File: src/rtl/uart_rx_regs.vh
/*
 Register offsets, field positions and timing constants of the
 asynchronous receive path. Assumes inclusion by the receiver module.
*/
`ifndef UART_RX_REGS_VH
`define UART_RX_REGS_VH

`define ADDR_DATA      4'h0
`define ADDR_STATUS    4'h1
`define ADDR_CTRL      4'h2
`define ADDR_DIVISOR   4'h3

`define CTRL_RX_EN     0
`define CTRL_DBL       1
`define CTRL_PAR_ODD   2
`define CTRL_PAR_EN    3
`define CTRL_BITS_LO   4
`define CTRL_BITS_HI   5

`define ST_RX_DONE     7
`define ST_FRAME_ERR   4
`define ST_OVERRUN     3
`define ST_PAR_ERR     2
`define ST_DBL         1

`define CTRL_RESET     8'h00
`define DIV_RESET      16'h0000

`define SPB_NORMAL     5'h10
`define SPB_DOUBLE     5'h08
`define VOTE_NORMAL    5'h08
`define VOTE_DOUBLE    5'h04
`define FIFO_DEPTH     2'h2

`endif

File: src/rtl/uart_rx.v
/*
 Asynchronous receive path: start detection, three-sample voting,
 parity and stop checks, two-deep receive queue, register port.
 Assumes rx_pin already synchronous to clock; one system clock.
*/
// Operation
// - Parity is checked only while the parity enable bit is one
// - Parity odd select bit chooses odd or even checking
// - Parity outcome stored in the queue beside data and stop status
// - Visible parity error describes oldest unread entry until data read
// - Clearing receiver enable abandons the frame in progress at once
// - Disabled receiver releases its hold on the receive pin
// - Disabling the receiver empties the queue with its status
// - Receive complete is one exactly while the queue holds data
// - Queue holds two; overrun when full, one waiting, new start seen
// - Sixteen samples per bit normally, eight in double speed
// - Falling edge of idle line starts detection; first low is sample one
// - Start checked on samples 8,9,10 or 4,5,6; two highs reject it
// - Sample phase realigned to every accepted start bit
// - Per-bit state sequence of sixteen or eight states
// - Each bit decided by majority of three centre samples
// - Middle vote sample is 9 or 5, first one position earlier
// - Frame received through first stop bit; later stop bits ignored
// - First stop voted; zero sets frame error for that frame
// - Next start edge accepted right after the stop decision sample
`timescale 1ns/1ps
`include "uart_rx_regs.vh"

module uart_rx #(
   parameter DATA_W = 8
) (
   input  wire        clock,
   input  wire        rst,
   input  wire [3:0]  addr,
   input  wire [7:0]  wdata,
   input  wire        wr,
   input  wire        rd,
   input  wire        rx_pin,
   output reg  [7:0]  rdata,
   output reg         rx_override,
   output reg         receive_complete_flag
);

   localparam S_IDLE  = 3'b001;
   localparam S_START = 3'b010;
   localparam S_BITS  = 3'b100;

   reg  [7:0]  ctrl_q;
   reg  [15:0] baud_divisor_value;
   reg  [15:0] div_cnt_q;
   reg         tick;
   reg  [2:0]  state_q;
   reg  [4:0]  samp_q;
   reg  [3:0]  bit_q;
   reg  [2:0]  vote_q;
   reg  [8:0]  shift_q;
   reg         prev_q;
   reg         par_q;
   reg         hold_q;
   reg  [7:0]  hold_data_q;
   reg  [2:0]  hold_st_q;
   reg  [7:0]  fifo_data [0:1];
   reg  [2:0]  fifo_st   [0:1];
   reg  [1:0]  count_q;
   reg         rd_ptr_q;
   reg         wr_ptr_q;

   wire        receiver_enable_bit = ctrl_q[`CTRL_RX_EN];
   wire        double_speed_select = ctrl_q[`CTRL_DBL];
   wire        parity_odd_select   = ctrl_q[`CTRL_PAR_ODD];
   wire        parity_enable_bit   = ctrl_q[`CTRL_PAR_EN];
   wire [1:0]  size_sel = ctrl_q[`CTRL_BITS_HI:`CTRL_BITS_LO];
   wire [3:0]  nbits    = 4'h5 + {2'b00, size_sel};
   wire [4:0]  spb   = double_speed_select ? `SPB_DOUBLE :
                       `SPB_NORMAL;
   wire [4:0]  first = double_speed_select ? `VOTE_DOUBLE : `VOTE_NORMAL;
   wire [3:0]  last_bit = nbits + {3'b000, parity_enable_bit};
   wire        fifo_full  = (count_q == `FIFO_DEPTH);
   wire        fifo_empty = (count_q == 2'h0);
   wire        pop = rd && (addr == `ADDR_DATA) && !fifo_empty;

   function maj3;
      input [2:0] v;
      begin
         maj3 = (v[0] & v[1]) | (v[1] & v[2]) | (v[0] & v[2]);
      end
   endfunction

   // Three centre samples, one either side of the middle
   function in_vote;
      input [4:0] s;
      input [4:0] f;
      begin
         in_vote = (s == f - 5'h01) || (s == f) || (s == f + 5'h01);
      end
   endfunction

   // Mask bits above the chosen character size
   function [7:0] mask_data;
      input [8:0] s;
      input [3:0] n;
      integer     k;
      begin
         mask_data = 8'h00;
         for (k = 0; k < 8; k = k + 1) begin
            if (k < n) begin
               mask_data[k] = s[k];
            end
         end
      end
   endfunction

   // Bits above the character size read as zero
   wire [7:0] rx_data = mask_data(shift_q, nbits);
   wire       rx_par  = shift_q[nbits];
   wire       data_par = ^rx_data;
   // Even: data xor parity bit must be zero; odd: one
   wire       par_odd = (data_par ^ rx_par);
   wire       par_bad = parity_enable_bit &&
                        (par_odd != parity_odd_select);
   // Tick after the last vote sample: all three votes are in
   wire       decide  = (samp_q == first + 5'h02);
   wire       frame_done = (state_q == S_BITS) && tick &&
                           (bit_q == last_bit) && decide;
   wire       start_edge = prev_q && !rx_pin;
   // A loss needs both slots, the hold stage and a fresh start
   wire       overrun_hit = (state_q == S_IDLE) && tick && start_edge &&
                            fifo_full && hold_q;
   // Hold moves in when a slot is free or being freed by a read
   wire       move_in = hold_q && !frame_done && (!fifo_full || pop);
   wire [1:0] count_d = count_q + {1'b0, move_in} - {1'b0, pop};

   // Baud tick at sixteen or eight times the bit rate
   // Divider parked while disabled: first tick divisor+1 clocks after enable
   always @(posedge clock) begin
      if (rst || !receiver_enable_bit) begin
         div_cnt_q <= `DIV_RESET;
         tick <= 1'b0;
      end else if (div_cnt_q == baud_divisor_value) begin
         div_cnt_q <= `DIV_RESET;
         tick <= 1'b1;
      end else begin
         div_cnt_q <= div_cnt_q + 16'h0001;
         tick <= 1'b0;
      end
   end

   // Register writes
   always @(posedge clock) begin
      if (rst) begin
         ctrl_q <= `CTRL_RESET;
         baud_divisor_value <= `DIV_RESET;
      end else if (wr) begin
         if (addr == `ADDR_CTRL) begin
            ctrl_q <= wdata;
         end
         if (addr == `ADDR_DIVISOR) begin
            baud_divisor_value <= {8'h00, wdata};
         end
      end
   end

   // Receive state machine
   always @(posedge clock) begin
      if (rst || !receiver_enable_bit) begin
         // Unlike sending, nothing in flight is finished
         state_q <= S_IDLE;
         samp_q <= 5'h00;
         bit_q <= 4'h0;
         vote_q <= 3'b000;
         shift_q <= 9'h000;
         prev_q <= 1'b0;
      end else if (tick) begin
         prev_q <= rx_pin;
         case (state_q)
            S_IDLE: begin
               if (start_edge) begin
                  state_q <= S_START;
                  samp_q <= 5'h01;
               end
            end
            S_START: begin
               samp_q <= samp_q + 5'h01;
               if (in_vote(samp_q, first)) begin
                  vote_q <= {vote_q[1:0], rx_pin};
               end
               // Rejected start: wait for the line to go high again
               if (decide) begin
                  if (maj3(vote_q)) begin
                     state_q <= S_IDLE;
                     prev_q <= 1'b0;
                  end else begin
                     // Phase now tied to this start bit
                     state_q <= S_BITS;
                     samp_q <= first + 5'h03;
                     bit_q <= 4'h0;
                  end
               end
            end
            S_BITS: begin
               // Samples wrap at spb: one state per sample
               if (samp_q == spb) begin
                  samp_q <= 5'h01;
               end else begin
                  samp_q <= samp_q + 5'h01;
               end
               if (in_vote(samp_q, first)) begin
                  vote_q <= {vote_q[1:0], rx_pin};
               end
               if (decide) begin
                  if (bit_q == last_bit) begin
                     // Idle at once so next edge is caught early
                     state_q <= S_IDLE;
                     prev_q <= rx_pin;
                  end else begin
                     shift_q[bit_q] <= maj3(vote_q);
                     bit_q <= bit_q + 4'h1;
                  end
               end
            end
            default: begin
               state_q <= S_IDLE;
            end
         endcase
      end
   end

   // Vote window uses samples first-1..first+1, checked at first+2
   wire stop_frame_err = !maj3(vote_q);

   // Queue, hold stage and overrun
   always @(posedge clock) begin
      if (rst || !receiver_enable_bit) begin
         // Every unread entry goes, status included
         count_q <= 2'h0;
         rd_ptr_q <= 1'b0;
         wr_ptr_q <= 1'b0;
         hold_q <= 1'b0;
         hold_data_q <= 8'h00;
         hold_st_q <= 3'b000;
         par_q <= 1'b0;
      end else begin
         // Flag rides on the entry that follows the loss
         if (overrun_hit) begin
            par_q <= 1'b1;
         end
         if (frame_done) begin
            hold_q <= 1'b1;
            hold_data_q <= rx_data;
            // Status: frame, overrun, parity
            hold_st_q <= {stop_frame_err, 1'b0, par_bad};
         end else if (hold_q && (!fifo_full || pop)) begin
            fifo_data[wr_ptr_q] <= hold_data_q;
            fifo_st[wr_ptr_q] <= {hold_st_q[2], par_q, hold_st_q[0]};
            wr_ptr_q <= ~wr_ptr_q;
            hold_q <= 1'b0;
            par_q <= 1'b0;
         end
         if (pop) begin
            rd_ptr_q <= ~rd_ptr_q;
         end
         count_q <= count_d;
      end
   end

   // Read port and flop-driven outputs
   always @(posedge clock) begin
      if (rst) begin
         rdata <= 8'h00;
         rx_override <= 1'b0;
         receive_complete_flag <= 1'b0;
      end else begin
         // Pin back to its port function while disabled
         rx_override <= receiver_enable_bit;
         // Next count, so the flag drops with the last read
         receive_complete_flag <= receiver_enable_bit &&
                                  (count_d != 2'h0);
         rdata <= 8'h00;
         if (rd) begin
            case (addr)
               `ADDR_DATA: rdata <= fifo_empty ? 8'h00 :
                                    fifo_data[rd_ptr_q];
               `ADDR_STATUS: begin
                  rdata[`ST_RX_DONE] <= !fifo_empty;
                  rdata[`ST_DBL] <= double_speed_select;
                  if (!fifo_empty) begin
                     rdata[`ST_FRAME_ERR] <= fifo_st[rd_ptr_q][2];
                     rdata[`ST_OVERRUN] <= fifo_st[rd_ptr_q][1];
                     rdata[`ST_PAR_ERR] <= fifo_st[rd_ptr_q][0];
                  end
               end
               `ADDR_CTRL: rdata <= ctrl_q;
               `ADDR_DIVISOR: rdata <= baud_divisor_value[7:0];
               default: rdata <= 8'h00;
            endcase
         end
      end
   end

endmodule // uart_rx

File: config.mk
export PLATFORM = sky130hd
export DESIGN_NAME = uart_rx
export DESIGN_NICKNAME = d
export VERILOG_FILES = /design/src/rtl/uart_rx.v
export VERILOG_INCLUDE_DIRS = /design/src /design/src/rtl
export SDC_FILE = /design/constraint.sdc
export NUM_CORES = 1
export LEC_CHECK = 0
export ABC_AREA = 1
export BUFFER_PORTS_ARGS = -buffer_cell sky130_fd_sc_hd__buf_2
export CAP_MARGIN = 20
export CORE_MARGIN = 5
export CORE_UTILIZATION = 54
export DETAILED_ROUTE_END_ITERATION = 8
export MAX_ROUTING_LAYER = met4
export PLACE_DENSITY_LB_ADDON = 0.1
export REMOVE_ABC_BUFFERS = 1
export SLEW_MARGIN = 15
export SYNTH_ARGS = -nofsm -noshare
export SYNTH_HDL_FRONTEND = slang
export SYNTH_SLANG_ARGS = --single-unit
export TNS_END_PERCENT = 100
File: constraint.sdc
create_clock -name clock -period 3 [get_ports clock]
set_input_delay 0.6 -clock clock [delete_from_list [all_inputs] [get_ports clock]]
set_output_delay 0.6 -clock clock [all_outputs]
set_load 0.02 [all_outputs]
### Yosys cells after proc, flatten, opt, wreduce, memory -nomap -nowiden

Memory sizes are Yosys's and may differ from the RTL's. A register that Yosys moved wholly into a read port is not among the register bits.
Index checks and enable logic that the tools add are counted.

| storage, ports and cells | value |
|---|---|
| flip-flop bits (word level) | 84 |
| RAM bits | 22 |
| input port bits | 17 |
| output and inout port bits | 10 |
| logic and storage cells | 174 |
| memories kept | 2 |

Memory list:

| memory | depth | width | read ports | clocked after memory_dff | wr ports | RTL line | text |
|---|---|---|---|---|---|---|---|
| fifo_data | 2 | 8 | 1 | 1 | 1 | uart_rx.v:62 | `reg [7:0] fifo_data [0:1];` |
| fifo_st | 2 | 3 | 1 | 1 | 1 | uart_rx.v:63 | `reg [2:0] fifo_st [0:1];` |

| operators by class | value |
|---|---|
| $add $sub $neg | 11 |
| $lt $le $gt $ge | 11 |
| equality and inequality tests | 21 |
| mux-type cells | 54 |
| bitwise logic cells | 11 |
| reductions and logical operators | 44 |

Operators with widths:

| cell | number |
|---|---|
| 1-bit 2-to-1 mux | 27 |
| 5-bit 2-to-1 mux | 5 |
| 5-bit equality test | 4 |
| 4-bit 2-to-1 mux | 5 |
| 3-bit 2-to-1 mux | 6 |
| 16-bit by 1-bit adder with 16-bit output, second input constant | 1 |
| 16-bit by 8-bit equality test with 1-bit output | 1 |
| 1-bit logical AND | 16 |
| 3-bit by 4-bit less-than comparator with 1-bit output, first input constant | 4 |
| 4-bit one-hot mux with 4 select lines | 1 |
| 5-bit one-hot mux with 3 select lines | 1 |
| 4-bit by 2-bit adder with 5-bit output, second input constant | 2 |
| 4-bit by 5-bit less-than comparator with 1-bit output, second input constant | 2 |
| 2-bit != test, second input constant | 5 |
| 9-bit bitwise mux | 1 |
| 3-bit one-hot mux with 3 select lines | 1 |
| 4-bit by 2-bit equality test with 1-bit output, second input constant | 2 |
| 1-bit by 4-bit less-than comparator with 1-bit output, first input constant | 2 |
| 2-bit by 4-bit less-than comparator with 1-bit output, first input constant | 2 |
| 8-bit 2-to-1 mux | 1 |
| 4-bit one-hot mux with 2 select lines | 1 |
| 8-bit parity | 1 |
| 1-bit logical NOT | 6 |
| 2-bit one-hot mux with 3 select lines | 1 |
| 37 further kinds | 54 |

### Depth between registers and ports, before layout

| logic depth | value |
|---|---|
| word-level depth | 12 |
| gate-level depth with buffers | 16 |
| gate-level depth less buffers | 16 |

### Worst setup path before layout

No wires, ideal clock.

| path | value |
|---|---|
| path kind | flip-flop to flip-flop |
| from | register ctrl_q[4] |
| to | memory fifo_data[1][0] (enable) |
| setup time | 393 ps |
| data arrival time | 2504 ps |
| required time | 2607 ps |
| path slack | 103 ps |
| stages on the path, launching flop included | 12 |
| path buffers | 0 |
| period minus slack after synthesis | 2897 ps |
| cells stage by stage | dfxtp_1 > inv_1 > ha_1 > inv_1 > fa_1 > or2_1 > a21oi_2 > nand3_4 > nor2_8 > inv_4 > nand3_4 > nor3_1 |

| on the way | value |
|---|---|
| cells in the longest elaborated chain, start to end | 8 |

Ends and longest elaborated chain:

| element | RTL line | text |
|---|---|---|
| start, declared | uart_rx.v:48 | `reg [7:0] ctrl_q;` |
| start signal, assigned | uart_rx.v:151 | `` ctrl_q <= `CTRL_RESET; `` |
| start signal, assigned | uart_rx.v:155 | `ctrl_q <= wdata;` |
| 3-bit by 2-bit adder with 4-bit output | uart_rx.v:73 | `wire [3:0] nbits = 4'h5 + {2'b00, size_sel};` |
| 4-bit by 1-bit adder with 4-bit output | uart_rx.v:77 | `wire [3:0] last_bit = nbits + {3'b000, parity_enable_bit};` |
| 4-bit equality test | uart_rx.v:124 | `(bit_q == last_bit) && decide;` |
| 1-bit logical AND | uart_rx.v:123 | `wire frame_done = (state_q == S_BITS) && tick &&` |
| 1-bit logical AND | uart_rx.v:124 |  |
| 1-bit 2-to-1 mux | uart_rx.v:247 | `if (frame_done) begin` |
| 1-bit 2-to-1 mux | uart_rx.v:233 | `if (rst \|\| !receiver_enable_bit) begin` |
| 1-bit 2-to-1 mux (implied by the code) | uart_rx.v:253 | `fifo_data[wr_ptr_q] <= hold_data_q;` |
| end, declared | uart_rx.v:62 |  |

Every way passes these cells.

### Worst setup path in the final report

| path | value |
|---|---|
| from | register ctrl_q[4] |
| to | register receive_complete_flag |

| on the way | value |
|---|---|
| cells in the longest elaborated chain, start to end | 12 |

Ends and longest elaborated chain:

| element | RTL line | text |
|---|---|---|
| 3-bit by 2-bit adder with 4-bit output | uart_rx.v:73 |  |
| 4-bit by 1-bit adder with 4-bit output | uart_rx.v:77 |  |
| 4-bit equality test | uart_rx.v:124 |  |
| 1-bit logical AND | uart_rx.v:123 |  |
| 1-bit logical AND | uart_rx.v:124 |  |
| 1-bit logical NOT | uart_rx.v:130 | `wire move_in = hold_q && !frame_done && (!fifo_full \|\| pop);` |
| 1-bit logical AND (2 in series) | uart_rx.v:130 |  |
| 2-bit by 1-bit adder with 2-bit output | uart_rx.v:131 | `wire [1:0] count_d = count_q + {1'b0, move_in} - {1'b0, pop};` |
| 2-bit by 1-bit subtractor with 2-bit output | uart_rx.v:131 |  |
| 2-bit nonzero test | uart_rx.v:277 | `(count_d != 2'h0);` |
| 1-bit logical AND | uart_rx.v:276 | `receive_complete_flag <= receiver_enable_bit &&` |
| end signal, assigned | uart_rx.v:276 |  |
| end, declared | uart_rx.v:41 | `output reg receive_complete_flag` |

Every way passes these cells.
A chain may end at the register's enable or synchronous reset.

==> qor.txt <==
max-slew violations: 0
Detailed Route Iter0 Violations: 290
fin crit share: 0.910
WL final: 11.2 mm
remaining antenna violation count: 0
Slew headroom: 0.598
die height: 108 um
CP endpoint kind: flop
Hold WC Path Type: reg -> reg
Vias: 4346
ys async rst share: 0
std cell rows: 36
Die ar.: 11800 um2
per-cell routed wire length: 13.4 um
fin util: 0.597
Crit path required time: 3.31 ns
placed cells: 816
Final nets: 730
pwr/cell area: 405 nW/um2
Cell variety after synth: 45
crit start category: flop
Synthesis Warnings: 0
DP HPWL: 8.34 mm
Final Power: 2320 uW
Clock Latency Late Sink: 0.38 ns
commonest non-fill, non-tap cell in the layout: nand2_1
worst clock skew: 0.00796 ns
# port buffers: 26
Peak supply drop: 0.327 mV
Mapped Cells: 660
clk slew on worst S/H paths: 0.09 ns
fmax: 366 MHz
Sinks on Clock Net: 107
Final Non-Filler Cells: 835
RSZ-0062 raised after global routing: false
#FFs+latches synth: 107
number of global-route vias before repair: 4018
remaining global-route overflow: 0
first-pass GRT wire length: 18.7 mm
Avg Inst Size Synth: 7.93 um2
layout overhead on the synthesized area: 9.51%
Mapped Area: 5230 um2
CTS tree: yes
starting density of the core: 0.546
Die Span X: 108 um
Clock Tree Buf Depth: 2
most frequent cells in the layout: 139 x nand2_1, 84 x inv_1, 84 x dfxtp_1
Placer Congestion: 0.875
LEAKAGE: 0.00230 uW
CP max FO: 7
Seq/Total Area, Yosys: 0.451
Core ar.: 9590 um2
CTS Hold Bufs: 0
EDFF count, synth: 22
Initial DRT Pass Iterations: 5
total CTS buffers: 9
status: finished, final reports clean
hold violation count in the final report: 0
# diodes: 0
antenna violations before repair: 0
largest net degree at the start of global routing: 31
H-tree levels: 3
Least-Margin Pin Slew: 0.598 ns
CP arrival: 3.04 ns
Root Driver: clkbuf_8
I/O pin total: 27
Residual DRC: 0
Vias/cell: 5.20
WS Path Type: reg -> reg
max-cap violations: 0
total global-route track usage: 0.208
top_reg_cell synth: dfxtp_1
layout cells sized above 1: 0.131
crit path time final: 2.73 ns
Final setup viols: 0
Yosys cell counts (2+ instances only):
| library cell | instances | area share |
|---|---|---|
| clkbuf_1 | 6 | 0.0043 |
| o21ai_0 | 32 | 0.031 |
| clkinv_1 | 2 | 0.0014 |
| a21oi_1 | 50 | 0.048 |
| a21oi_2 | 2 | 0.0033 |
| xnor2_1 | 5 | 0.0084 |
| o211ai_1 | 6 | 0.0086 |
| edfxtp_1 | 22 | 0.13 |
| nor2_4 | 6 | 0.013 |
| inv_2 | 3 | 0.0022 |
| nor2_8 | 2 | 0.0077 |
| nor4_1 | 2 | 0.0024 |
| nor2_1 | 68 | 0.049 |
| nor3_1 | 10 | 0.0096 |
| xor2_1 | 16 | 0.027 |
| nand2_2 | 4 | 0.0048 |
| dfxtp_1 | 85 | 0.33 |
| o21ai_2 | 2 | 0.0033 |
| ha_1 | 15 | 0.036 |
| nand4_1 | 16 | 0.019 |
| buf_2 | 2 | 0.0019 |
| nor2_2 | 5 | 0.0060 |
| mux2_2 | 6 | 0.013 |
| o22ai_1 | 5 | 0.0060 |
| nand3_1 | 42 | 0.040 |
| nand2_1 | 139 | 0.10 |
| nand3_2 | 2 | 0.0038 |
| a31oi_1 | 3 | 0.0036 |
| inv_1 | 84 | 0.060 |
| nand3_4 | 3 | 0.010 |
critical path, cell delays in order (launching register included):
cell and delay, ns:
dfxtp_2 0.38, inv_1 0.06, buf_4 0.16, fa_1 0.49, or2_1 0.26, a21oi_2 0.21
nand3_4 0.14, nor2_8 0.12, inv_4 0.06, nand3_4 0.07, ha_1 0.23, inv_1 0.05
ha_1 0.14, xnor2_1 0.11, inv_1 0.07, a21oi_1 0.11
stage by stage:
step | worst slack (ns) | cell area, um2 | TNS (ns) | hold slack (ns)
floorplan | -0.526 | 5180 | -7.77 | 0.420
global placement | 0.257 | 5530 | 0 | 0.436
detailed placement | 0.144 | 5530 | 0 | 0.438
CTS | 0.108 | 5710 | 0 | 0.433
global route | 0.0149 | 5730 | 0 | 0.434
finish | 0.269 | 5730 | 0 | 0.460
routing by layer:
layer / global-route usage / routed length (um) / share of wire
met4: 0.0595 / 179 / 0.016
met2: 0.321 / 5060 / 0.45
met5: - / 0 / 0
met1: 0.269 / 5340 / 0.48
met3: 0.0567 / 591 / 0.053
power by group:
part,total [uW],switching [uW],internal [uW]
clock,792,484,308
sequential,1470,4.08,1460
combinational,61.0,39.9,21.2
total,2320,528,1790
repair_timing:
item / in CTS / in global routing
setup buffers: 0 / 3
hold endpoints to repair: 0 / 0
setup endpoints to repair: 0 / 13
gates resized for setup: 0 / 2
kinds of logic after synthesis:
kind of cell               Yosys count  synth area share
and+or+nand+nor                    304             0.274
DFF                                107             0.451
muxes                                6            0.0129
xor gates and xnor gates            21            0.0351
buffers and inverters              100            0.0748
adders and majority gates           16            0.0397
AOI/OAI and AO/OA                  106             0.112
sequential cells by signal, summed over array words and instances, names as in the netlist, 3 cells and up, named ones only:
name / count
div_cnt_q: 16
fifo_data: 16
shift_q: 9
baud_divisor_value: 8
ctrl_q: 8
hold_data_q: 8
rdata: 8
fifo_st: 6
samp_q: 5
bit_q: 4
state_q: 3
vote_q: 3
final timing paths:
path,start,endpoint,slack (ns),cells after the start
min reg2reg,hold_data_q[5],fifo_data[0][5],0.46,0
max,ctrl_q[4],receive_complete_flag,0.27,15
max reg2reg,ctrl_q[4],receive_complete_flag,0.27,15
min,hold_data_q[5],fifo_data[0][5],0.46,0
final cells by class:
type,count,area [um2]
Sequential cell,107,2360
Fill cell,930,3860
Clock inverter,5,40.0
Multi-Input combinational cell,453,2480
Tap cell,133,166
Inverter,90,340
Timing Repair Buffer,36,205
Clock buffer,11,131
(Power assumes the default switching activity.)
